File: src/hdl/e2e_pkg.sv
// shared constants, types and helpers of the protection field engine
// What this block does
// - protection field is the first or last eight metadata bytes
// - field leading, metadata above eight: guard covers block data only
// - field trailing: guard also covers metadata bytes before the field
// - guard bytes 0-1, app tag 2-3, ref tag 4-7, msb first
// - guard is a 16-bit crc over block data
// - no ip checksum guard, crc only
// - app tag is compared under the mask, and all ones disables checks (type 3 also needs ref tag all ones)
// - protection type 1, 2 or 3 fixed by format, readable by host
// - metadata travels appended to the block or in a separate buffer
// - unprotected format passes data and metadata untouched
// - write, action flag 0: sizes kept, field checked in flight
// - failed check ends command with guard, app or ref status
// - write, action 1, eight-byte metadata: generate and append field
// - write, action 1, larger metadata: overwrite field with generated
// - read, action flag 0: sizes kept, field checked in flight
// - read, action 1, eight-byte metadata: check then strip field
// - read, action 1, larger metadata: check, pass field unaltered
// - guard compared only when check select bit 2 is set
// - check select bit 1: compare app tag where mask bit is one
// - ref tag from initial value, +1 per block types 1-2, fixed type 3
// - skip all checks on app tag all ones (type 3: both tags all ones)
package e2e_pkg;

  // ----------------------------------------------------------------
  // sizes, crc and register map
  // ----------------------------------------------------------------
  localparam logic [15:0] BLK_LEN = 16'h0200;
  localparam logic [15:0] PI_LEN = 16'h0008;
  localparam logic [15:0] CRC_POLY = 16'h8BB7;
  localparam logic [15:0] CRC_INIT = 16'h0000;
  localparam logic [15:0] APP_ALL1 = 16'hFFFF;
  localparam logic [31:0] REF_ALL1 = 32'hFFFFFFFF;
  localparam logic [1:0] PT_NONE = 2'h0;
  localparam logic [1:0] PT_TYPE3 = 2'h3;
  localparam logic [1:0] RESP_OKAY = 2'h0;
  localparam logic [1:0] RESP_SLVERR = 2'h2;
  localparam logic [7:0] OFS_CTRL = 8'h00;
  localparam logic [7:0] OFS_FMT = 8'h04;
  localparam logic [7:0] OFS_TAGS = 8'h08;
  localparam logic [7:0] OFS_REF = 8'h0C;
  localparam logic [7:0] OFS_COUNT = 8'h10;
  localparam logic [7:0] OFS_STAT = 8'h14;
  localparam logic [7:0] OFS_CURREF = 8'h18;
  localparam int CTRL_START_BIT = 0;
  localparam int CTRL_WR_BIT = 1;
  localparam int CTRL_ACT_BIT = 2;
  localparam int CTRL_CHK_LSB = 3;
  localparam int FMT_TYPE_LSB = 0;
  localparam int FMT_PIFIRST_BIT = 2;
  localparam int FMT_SEP_BIT = 3;
  localparam int FMT_MD_LSB = 8;
  localparam int STAT_BUSY_BIT = 0;
  localparam int STAT_DONE_BIT = 1;
  localparam int STAT_ERR_LSB = 2;
  localparam int STAT_LEFT_LSB = 16;

  // ----------------------------------------------------------------
  // types
  // ----------------------------------------------------------------
  typedef enum logic [1:0] {
    E2E_IDLE = 2'b00, E2E_RUN = 2'b01, E2E_DRAIN = 2'b11, E2E_DONE = 2'b10
  } e2e_state_t;
  typedef enum logic [1:0] {
    ERR_NONE = 2'h0, ERR_GUARD = 2'h1, ERR_APP = 2'h2, ERR_REF = 2'h3
  } e2e_err_t;
  typedef struct packed {
    logic meta;
    logic [7:0] data;
  } e2e_byte_t;
  typedef struct packed {
    logic [1:0] ptype;
    logic pi_first;
    logic sep;
    logic [7:0] md;
    logic wr;
    logic act;
    logic [2:0] chk;
    logic [15:0] app;
    logic [15:0] mask;
    logic [31:0] ref0;
    logic [15:0] nblk;
  } e2e_cfg_t;
  typedef struct packed {
    e2e_state_t st;
    e2e_cfg_t cfg;
    logic aw_got;
    logic [7:0] awaddr;
    logic w_got;
    logic [31:0] wdata;
    logic [3:0] wstrb;
    logic bvalid;
    logic [1:0] bresp;
    logic rvalid;
    logic [31:0] rdata;
    logic [1:0] rresp;
    logic [15:0] pos;
    logic [15:0] left;
    logic [31:0] refx;
    logic [15:0] crc;
    logic [55:0] pi_sh;
    e2e_err_t err;
    logic done;
    logic ovalid;
    e2e_byte_t obyte;
  } e2e_st_t;
  localparam e2e_st_t ST_RST = '0;

  // ----------------------------------------------------------------
  // helpers
  // ----------------------------------------------------------------
  // all-ones tags switch checking off for the whole field
  function automatic logic pi_skip(input logic [1:0] t,
                                   input logic [15:0] a,
                                   input logic [31:0] r);
    if (t == PT_TYPE3) begin
      return (a == APP_ALL1) && (r == REF_ALL1);
    end
    return a == APP_ALL1;
  endfunction

  // byte-lane merge for axi write strobes
  function automatic logic [31:0] wr32(input logic [31:0] old_w,
                                       input logic [31:0] new_w,
                                       input logic [3:0] strb);
    logic [31:0] w;
    w = old_w;
    for (int i = 0; i < 4; i++) begin
      if (strb[i]) begin
        w[8*i +: 8] = new_w[8*i +: 8];
      end
    end
    return w;
  endfunction

  function automatic logic addr_ok(input logic [7:0] a);
    return a inside {OFS_CTRL, OFS_FMT, OFS_TAGS, OFS_REF, OFS_COUNT,
                     OFS_STAT, OFS_CURREF};
  endfunction

endpackage

File: src/hdl/e2e_engine.sv
// protection field engine: axi4-lite registers and byte stream path
`timescale 1ns/1ps
module e2e_engine
  import e2e_pkg::*;
(
  input wire logic CLK_I,
  input wire logic NRST_I,
  input wire logic CE_I,
  input wire logic S_AXI_AWVALID,
  output logic S_AXI_AWREADY,
  input wire logic [7:0] S_AXI_AWADDR,
  input wire logic S_AXI_WVALID,
  output logic S_AXI_WREADY,
  input wire logic [31:0] S_AXI_WDATA,
  input wire logic [3:0] S_AXI_WSTRB,
  output logic S_AXI_BVALID,
  input wire logic S_AXI_BREADY,
  output logic [1:0] S_AXI_BRESP,
  input wire logic S_AXI_ARVALID,
  output logic S_AXI_ARREADY,
  input wire logic [7:0] S_AXI_ARADDR,
  output logic S_AXI_RVALID,
  input wire logic S_AXI_RREADY,
  output logic [31:0] S_AXI_RDATA,
  output logic [1:0] S_AXI_RRESP,
  input wire logic IN_VALID_I,
  output logic IN_READY_O,
  input wire logic [7:0] IN_DATA_I,
  output logic IN_META_O,
  output logic OUT_VALID_O,
  input wire logic OUT_READY_I,
  output logic [7:0] OUT_DATA_O,
  output logic OUT_META_O,
  output logic BUSY_O
);

  // ----------------------------------------------------------------
  // reset release
  // ----------------------------------------------------------------
  logic [1:0] rst_q;
  logic rst_n;

  // assert at once, release two edges later
  always_ff @(posedge CLK_I or negedge NRST_I) begin
    if (!NRST_I) begin
      rst_q <= 2'b00;
    end else begin
      rst_q <= {rst_q[0], 1'b1};
    end
  end
  assign rst_n = rst_q[1];

  // ----------------------------------------------------------------
  // slot decode
  // ----------------------------------------------------------------
  e2e_st_t s_r, s_nxt;
  logic prot, gen, ins, strip, chkpi, in_md, is_pi, covered, last_slot;
  logic run, can_out, need_in, need_out, adv, eval, skip, meta_flag;
  logic aw_hs, w_hs, ar_hs, wr_go, start_req;
  logic [15:0] md16, m, pi_base, crc_step;
  logic [2:0] k;
  logic [63:0] pi_word, gen_word, gen_sh;
  logic [7:0] gen_b;
  logic [31:0] wr_old, wr_new;

  function automatic logic [31:0] reg_word(input e2e_st_t s,
                                           input logic [7:0] a);
    logic [31:0] w;
    w = 32'h00000000;
    case (a)
      OFS_CTRL: begin
        w[CTRL_WR_BIT] = s.cfg.wr;
        w[CTRL_ACT_BIT] = s.cfg.act;
        w[CTRL_CHK_LSB +: 3] = s.cfg.chk;
      end
      OFS_FMT: begin
        w[FMT_TYPE_LSB +: 2] = s.cfg.ptype;
        w[FMT_PIFIRST_BIT] = s.cfg.pi_first;
        w[FMT_SEP_BIT] = s.cfg.sep;
        w[FMT_MD_LSB +: 8] = s.cfg.md;
      end
      OFS_TAGS: w = {s.cfg.mask, s.cfg.app};
      OFS_REF: w = s.cfg.ref0;
      OFS_COUNT: w[15:0] = s.cfg.nblk;
      OFS_STAT: begin
        w[STAT_BUSY_BIT] = s.st != E2E_IDLE;
        w[STAT_DONE_BIT] = s.done;
        w[STAT_ERR_LSB +: 2] = s.err;
        w[STAT_LEFT_LSB +: 16] = s.left;
      end
      OFS_CURREF: w = s.refx;
      default: w = 32'h00000000;
    endcase
    return w;
  endfunction

  // mode decode from the namespace format and command
  assign md16 = {8'h00, s_r.cfg.md};
  assign prot = s_r.cfg.ptype != PT_NONE;
  assign gen = prot && s_r.cfg.wr && s_r.cfg.act;
  assign ins = gen && (md16 == PI_LEN);
  assign strip = prot && !s_r.cfg.wr && s_r.cfg.act && (md16 == PI_LEN);
  assign chkpi = prot && !gen;

  // position of the current slot in the extended block
  assign in_md = s_r.pos >= BLK_LEN;
  assign m = s_r.pos - BLK_LEN;
  assign pi_base = s_r.cfg.pi_first ? 16'h0000 : md16 - PI_LEN;
  assign is_pi = prot && in_md && (m >= pi_base) && (m < pi_base + PI_LEN);
  assign k = m[2:0] - pi_base[2:0];
  // leading field: data only; trailing field: also metadata before it
  assign covered = !in_md || (!s_r.cfg.pi_first && m < pi_base);
  assign last_slot = s_r.pos == BLK_LEN + md16 - 16'h0001;
  assign meta_flag = s_r.cfg.sep && in_md;

  // stream handshake, one byte per slot
  assign run = CE_I && (s_r.st == E2E_RUN);
  assign can_out = !s_r.ovalid || OUT_READY_I;
  assign need_in = !(ins && is_pi);
  assign need_out = !(strip && is_pi);
  assign adv = run && (!need_in || IN_VALID_I) && (!need_out || can_out);

  // field assembly, msb first within each tag
  assign pi_word = {s_r.pi_sh, IN_DATA_I};
  assign skip = pi_skip(s_r.cfg.ptype, pi_word[47:32], pi_word[31:0]);
  assign eval = adv && chkpi && is_pi && (k == 3'h7);
  // generated field: guard, command tag, running reference tag
  assign gen_word = {s_r.crc, s_r.cfg.app, s_r.refx};
  assign gen_sh = gen_word << {k, 3'b000};
  assign gen_b = gen_sh[63:56];

  e2e_crc16_step u_crc (
    .crc_i(s_r.crc),
    .data_i(IN_DATA_I),
    .crc_o(crc_step)
  );

  // ----------------------------------------------------------------
  // bus handshakes
  // ----------------------------------------------------------------
  // readies drop with the clock enable so no beat is lost while frozen
  assign S_AXI_AWREADY = CE_I && !s_r.aw_got && !s_r.bvalid;
  assign S_AXI_WREADY = CE_I && !s_r.w_got && !s_r.bvalid;
  assign S_AXI_ARREADY = CE_I && !s_r.rvalid;
  assign S_AXI_BVALID = CE_I && s_r.bvalid;
  assign S_AXI_RVALID = CE_I && s_r.rvalid;
  assign S_AXI_BRESP = s_r.bresp;
  assign S_AXI_RDATA = s_r.rdata;
  assign S_AXI_RRESP = s_r.rresp;
  assign aw_hs = S_AXI_AWVALID && S_AXI_AWREADY;
  assign w_hs = S_AXI_WVALID && S_AXI_WREADY;
  assign ar_hs = S_AXI_ARVALID && S_AXI_ARREADY;
  assign wr_go = CE_I && s_r.aw_got && s_r.w_got && !s_r.bvalid;
  assign wr_old = reg_word(s_r, s_r.awaddr);
  assign wr_new = wr32(wr_old, s_r.wdata, s_r.wstrb);
  assign start_req = wr_go && (s_r.awaddr == OFS_CTRL) &&
                     wr_new[CTRL_START_BIT] && (s_r.st == E2E_IDLE);

  // stream and status outputs
  assign IN_READY_O = adv && need_in;
  assign IN_META_O = meta_flag;
  assign OUT_VALID_O = CE_I && s_r.ovalid;
  assign OUT_DATA_O = s_r.obyte.data;
  assign OUT_META_O = s_r.obyte.meta;
  assign BUSY_O = s_r.st != E2E_IDLE;

  // ----------------------------------------------------------------
  // next state
  // ----------------------------------------------------------------
  always_comb begin
    s_nxt = s_r;
    if (aw_hs) begin
      s_nxt.aw_got = 1'b1;
      s_nxt.awaddr = S_AXI_AWADDR;
    end
    if (w_hs) begin
      s_nxt.w_got = 1'b1;
      s_nxt.wdata = S_AXI_WDATA;
      s_nxt.wstrb = S_AXI_WSTRB;
    end
    if (S_AXI_BVALID && S_AXI_BREADY) begin
      s_nxt.bvalid = 1'b0;
    end
    if (S_AXI_RVALID && S_AXI_RREADY) begin
      s_nxt.rvalid = 1'b0;
    end
    if (ar_hs) begin
      s_nxt.rvalid = 1'b1;
      s_nxt.rdata = reg_word(s_r, S_AXI_ARADDR);
      s_nxt.rresp = addr_ok(S_AXI_ARADDR) ? RESP_OKAY : RESP_SLVERR;
    end
    // config is held while busy, a mid-command change would skew slots
    if (wr_go) begin
      s_nxt.aw_got = 1'b0;
      s_nxt.w_got = 1'b0;
      s_nxt.bvalid = 1'b1;
      s_nxt.bresp = addr_ok(s_r.awaddr) ? RESP_OKAY : RESP_SLVERR;
      if (s_r.st == E2E_IDLE) begin
        case (s_r.awaddr)
          OFS_CTRL: begin
            s_nxt.cfg.wr = wr_new[CTRL_WR_BIT];
            s_nxt.cfg.act = wr_new[CTRL_ACT_BIT];
            s_nxt.cfg.chk = wr_new[CTRL_CHK_LSB +: 3];
          end
          OFS_FMT: begin
            s_nxt.cfg.ptype = wr_new[FMT_TYPE_LSB +: 2];
            s_nxt.cfg.pi_first = wr_new[FMT_PIFIRST_BIT];
            s_nxt.cfg.sep = wr_new[FMT_SEP_BIT];
            s_nxt.cfg.md = wr_new[FMT_MD_LSB +: 8];
          end
          OFS_TAGS: begin
            s_nxt.cfg.app = wr_new[15:0];
            s_nxt.cfg.mask = wr_new[31:16];
          end
          OFS_REF: s_nxt.cfg.ref0 = wr_new;
          OFS_COUNT: s_nxt.cfg.nblk = wr_new[15:0];
          default: s_nxt.cfg = s_r.cfg;
        endcase
      end
    end
    // output register drains independently of slot progress
    if (s_r.ovalid && OUT_READY_I && CE_I) begin
      s_nxt.ovalid = 1'b0;
    end
    case (s_r.st)
      E2E_IDLE: begin
        if (start_req) begin
          s_nxt.pos = 16'h0000;
          s_nxt.crc = CRC_INIT;
          s_nxt.refx = s_r.cfg.ref0;
          s_nxt.left = s_r.cfg.nblk;
          s_nxt.err = ERR_NONE;
          s_nxt.done = 1'b0;
          s_nxt.st = (s_r.cfg.nblk == 16'h0000) ? E2E_DONE : E2E_RUN;
        end
      end
      E2E_RUN: begin
        if (adv) begin
          if (need_out) begin
            s_nxt.ovalid = 1'b1;
            s_nxt.obyte.meta = meta_flag;
            // generated bytes replace or fill the field slot
            s_nxt.obyte.data = (gen && is_pi) ? gen_b : IN_DATA_I;
          end
          if (covered) begin
            s_nxt.crc = crc_step;
          end
          if (is_pi) begin
            s_nxt.pi_sh = pi_word[55:0];
          end
          // first failing check wins, later blocks cannot overwrite it
          if (eval && !skip && s_r.err == ERR_NONE) begin
            if (s_r.cfg.chk[2] && pi_word[63:48] != s_r.crc) begin
              s_nxt.err = ERR_GUARD;
            end else if (s_r.cfg.chk[1] &&
                         ((pi_word[47:32] ^ s_r.cfg.app) &
                          s_r.cfg.mask) != 16'h0000) begin
              s_nxt.err = ERR_APP;
            end else if (s_r.cfg.chk[0] && pi_word[31:0] != s_r.refx) begin
              s_nxt.err = ERR_REF;
            end
          end
          if (last_slot) begin
            s_nxt.pos = 16'h0000;
            s_nxt.crc = CRC_INIT;
            if (s_r.cfg.ptype != PT_TYPE3) begin
              s_nxt.refx = s_r.refx + 32'h00000001;
            end
            s_nxt.left = s_r.left - 16'h0001;
            if (s_r.left == 16'h0001) begin
              s_nxt.st = E2E_DRAIN;
            end
          end else begin
            s_nxt.pos = s_r.pos + 16'h0001;
          end
        end
      end
      E2E_DRAIN: begin
        // done only once the last byte has left the output register
        if (!s_r.ovalid) begin
          s_nxt.st = E2E_DONE;
        end
      end
      E2E_DONE: begin
        s_nxt.done = 1'b1;
        s_nxt.st = E2E_IDLE;
      end
      default: s_nxt.st = E2E_IDLE;
    endcase
  end

  // state register, frozen while the clock enable is low
  always_ff @(posedge CLK_I or negedge rst_n) begin
    if (!rst_n) begin
      s_r <= ST_RST;
    end else if (CE_I) begin
      s_r <= s_nxt;
    end
  end
endmodule

File: src/hdl/e2e_crc16_step.sv
// one-byte step of the guard crc
`timescale 1ns/1ps
module e2e_crc16_step
  import e2e_pkg::*;
(
  input wire logic [15:0] crc_i,
  input wire logic [7:0] data_i,
  output logic [15:0] crc_o
);

  // ----------------------------------------------------------------
  // bit-serial loop, msb first, no final inversion
  // ----------------------------------------------------------------
  always_comb begin
    logic [15:0] c;
    logic fb;
    c = crc_i;
    fb = 1'b0;
    for (int i = 7; i >= 0; i--) begin
      fb = c[15] ^ data_i[i];
      c = {c[14:0], 1'b0};
      if (fb) begin
        c = c ^ CRC_POLY;
      end
    end
    crc_o = c;
  end

endmodule

File: config.mk
export PLATFORM = sky130hd
export DESIGN_NAME = e2e_engine
export DESIGN_NICKNAME = d
export VERILOG_FILES = /design/src/hdl/e2e_pkg.sv /design/src/hdl/e2e_engine.sv /design/src/hdl/e2e_crc16_step.sv
export SDC_FILE = /design/constraint.sdc
export NUM_CORES = 1
export LEC_CHECK = 0
export BUFFER_PORTS_ARGS = -buffer_cell sky130_fd_sc_hd__buf_2
export CORE_MARGIN = 2
export CORE_UTILIZATION = 60
export CTS_BUF_LIST = sky130_fd_sc_hd__clkbuf_8
export CTS_CLUSTER_DIAMETER = 80
export DETAILED_ROUTE_END_ITERATION = 6
export HOLD_SLACK_MARGIN = 0.08
export PLACE_DENSITY_LB_ADDON = 0.12
export SLEW_MARGIN = 5
export SYNTH_ARGS = -nofsm -noshare
export SYNTH_HDL_FRONTEND = slang
export SYNTH_SLANG_ARGS = --single-unit
File: constraint.sdc
create_clock -name CLK_I -period 14.16 [get_ports CLK_I]
set_input_delay 0 -clock CLK_I [delete_from_list [all_inputs] [get_ports CLK_I]]
set_output_delay 0 -clock CLK_I [all_outputs]
set_load 0.02 [all_outputs]
==> impl_metrics.env <==
export IMPL_outcome="finished clean"
export IMPL_portBuffers=121
export IMPL_placementRows=65
export IMPL_overflow=0
export IMPL_hold_viol_final=0
export IMPL_synthFlopType="dfrtp_1"
export IMPL_tns_ps=0
export IMPL_max_clock_freq_mhz=182
export IMPL_min_path_type="in -> reg"
export IMPL_ys_ff_latch=332
export IMPL_cts_sinks=332
export IMPL_fp_coreArea_mm2=0.0317
export IMPL_dp_hpwl_um=43500
export IMPL_multi_input_area_mm2=0.0102
export IMPL_critPathCaptureType="flip-flop"
export IMPL_p_seq_frac=0.410
export IMPL_ant_nets=0
export IMPL_syn_to_final_growth_pct=13.0
export IMPL_synth_top_area_cell="dfrtp_1"
export IMPL_synth_area_leaders="dfrtp_1 (43%), mux2_2 (10%), nand2_1 (4.3%)"
export IMPL_synthesis_area_mm2=0.0195
export IMPL_power_density_mw_per_mm2=141
export IMPL_synth_commonest_cells="dfrtp_1 (332), nand2_1 (222), mux2_2 (174)"
export IMPL_yosysMostFrequentCell="dfrtp_1"
export IMPL_grt_pass1_vias=16100
export IMPL_slew_headroom=0.220
export IMPL_wl_per_cell_um=24.4
export IMPL_drive_above_1_share=0.215
export IMPL_vias_per_cell=6.65
export IMPL_postCtsSetupBuffers=0
export IMPL_postSynthAreaPerCell_um2=10.1
export IMPL_worst_ep_required_time_ps=14720
export IMPL_crit_fanout=23
export IMPL_initial_core_util=0.614
export IMPL_seq_area_frac_synth=0.427
export IMPL_crit_top_cell="nand2_1"
export IMPL_drc=0
export IMPL_vias=16700
export IMPL_synth_top_area_frac=0.427
export IMPL_ctsResizeCount=0
export IMPL_die_area_mm2=0.0339
export IMPL_ys_types=81
export IMPL_critical_path_class="reg -> reg"
export IMPL_swShare=0.364
export IMPL_cts_path_max_buffers=3
export IMPL_synth_edf_count=0
export IMPL_finalCriticalPeriod_ps=5500
export IMPL_internal_power_mw=1.97
export IMPL_crit_buf_inv=3
export IMPL_hold_slack_ps=93.3
export IMPL_clkPwrFrac=0.287
export IMPL_critPathTopFamily="simple AND/OR/NAND/NOR gates"
export IMPL_clkTransAtPathRegs_ps=60
export IMPL_syn_inst=1937
export IMPL_critPathSlowestCell="or4_1"
export IMPL_timing_max_cap_violations=0
export IMPL_power_switching_mw=1.13
export IMPL_grt_pass1_wl_um=93700
export IMPL_tightest_slew_ps=1160
export IMPL_slew_violations=0
export IMPL_die_w_um=184
export IMPL_tritoncts="yes"
export IMPL_htree_levels=2
export IMPL_wl_um=61100
export IMPL_grt_max_degree=182
export IMPL_cts_root_buf="clkbuf_8"
export IMPL_path_cells="inv_1 > ha_1 > nand2_1 > xor2_1 > nor2_1 > inv_1 > nor4_1 > or2_2 > ha_1 > a21oi_1 > nand2_1 > a221oi_1 > o2111ai_1 > a21oi_1 > buf_4 > nand2_1 > or4_1 > nand3_1"
export IMPL_insertion_delay_ps=650
export IMPL_drtPass1Iterations=7
export IMPL_period_share=0.388
export IMPL_routabilityCongestion=0.969
export IMPL_ir_worst_vdd_uv=109
export IMPL_drtIter0Drc=1912
export IMPL_critical_path_arrival_ps=6060
export IMPL_hold_buffers=82
export IMPL_globalRouteTotalUtil=0.363
export IMPL_setup_viol=0
export IMPL_start_kind="flip-flop"
export IMPL_pwr_share_comb=0.303
export IMPL_cpPeakStageDelay_ps=690
export IMPL_dp_cells=2321
export IMPL_rsz0062_at_grt="no"
export IMPL_async_flop_share=1.00
export IMPL_ys_warn_count=0
export IMPL_clock_skew_ps=46.4
export IMPL_leakage_nw=10.3
export IMPL_nets=2170
export IMPL_nFillCells=2466
export IMPL_chipHeight_um=184
export IMPL_io_pins=124
export IMPL_seqCellArea_mm2=0.00831
export IMPL_final_cells=2506
export IMPL_cts_buffers=56
export IMPL_antenna_found_initial=1
==> worst reg2reg max path, stage by stage (launching register included) <==
cell	delay [ps]
dfrtp_1	490
inv_1	130
ha_1	210
nand2_1	80
xor2_1	140
nor2_1	300
inv_1	100
nor4_1	550
or2_2	230
ha_1	250
a21oi_1	160
nand2_1	70
a221oi_1	390
o2111ai_1	390
a21oi_1	270
buf_4	260
nand2_1	610
or4_1	700
nand3_1	90
==> sequential cells by signal, summed over array words and instances, names as in the netlist <==
signal,cells
OUT_DATA_O,8
OUT_META_O,1
S_AXI_BRESP,1
S_AXI_RDATA,32
S_AXI_RRESP,1
gen_word,64
md16,8
pi_word,56
rst_q,2
s_r,159
==> cell type report <==
cell class	instances	area share
Timing Repair Buffer	226	0.0733
Clock inverter	31	0.00887
Sequential cell	332	0.378
Antenna cell	2	0.000228
Multi-Input combinational cell	1388	0.464
Clock buffer	70	0.0438
Tap cell	402	0.0229
Inverter	55	0.00939
==> power groups by stage <==
stage / Combinational, mW / Sequential [mW] / Clock [mW]
floorplan: 0.710 / 1.18 / 0
finish: 0.942 / 1.27 / 0.890
global placement: 0.864 / 1.27 / 0
detailed placement: 0.887 / 1.28 / 0
global route: 1.04 / 1.28 / 0.939
CTS: 0.928 / 1.26 / 0.899
==> cells by family after synthesis <==
family          Yosys count  share of synthesized area
simple gates            546                      0.139
flops                   332                      0.427
buf+inv                 218                     0.0523
fa+ha+maj                41                     0.0267
compound gates          437                      0.155
other cells               2                   0.000386
xor+xnor                137                     0.0616
mux                     224                      0.139
==> layout by cell type, fill, tap and decap left out, drive strengths merged, types with 40 or more instances in the layout <==
master / n
dfrtp: 332
nand2: 223
mux2: 174
buf: 144
o21ai: 111
xor2: 86
dlygate4sd3: 82
nor2: 78
inv: 75
a21oi: 71
clkbuf: 70
xnor2: 51
nand3: 45
ha: 40
==> final timing paths <==
| path | slack (ps) | to | from | depth (start not counted) |
|---|---|---|---|---|
| setup / recovery | 8660 | s_r[129] | md16[3] | 18 |
| hold / removal | 90 | s_r[188] | S_AXI_WSTRB[1] | 4 |
| setup reg to reg | 8660 | s_r[129] | md16[3] | 18 |
| hold reg to reg | 340 | s_r[202] | rst_q[1] | 0 |
| max in group asynchronous | 12030 | S_AXI_RDATA[23] | rst_q[1] | 2 |
| min in group asynchronous | 240 | rst_q[1] | NRST_I | 3 |
==> stage by stage <==
step,instance area (µm²),worst slack (ps),power [mW],util
final,22000,8660,3.11,0.693
after global routing,22000,8230,3.26,0.693
after CTS,22000,8820,3.09,0.693
after detailed placement,20000,8840,2.17,0.631
after global placement,20000,8970,2.14,0.631
after floorplan,19500,4220,1.89,-
==> per-layer routing <==
| layer | GRT usage | vias up | wire length (µm) |
|---|---|---|---|
| met2 | 0.581 | 959 | 28100 |
| met1 | 0.490 | 8216 | 24300 |
| li1 | - | 7294 | - |
| met3 | 0.0686 | 197 | 5940 |
| met5 | 0 | - | 0 |
| met4 | 0.147 | 0 | 2660 |
Power figures use the tool's default switching activity.
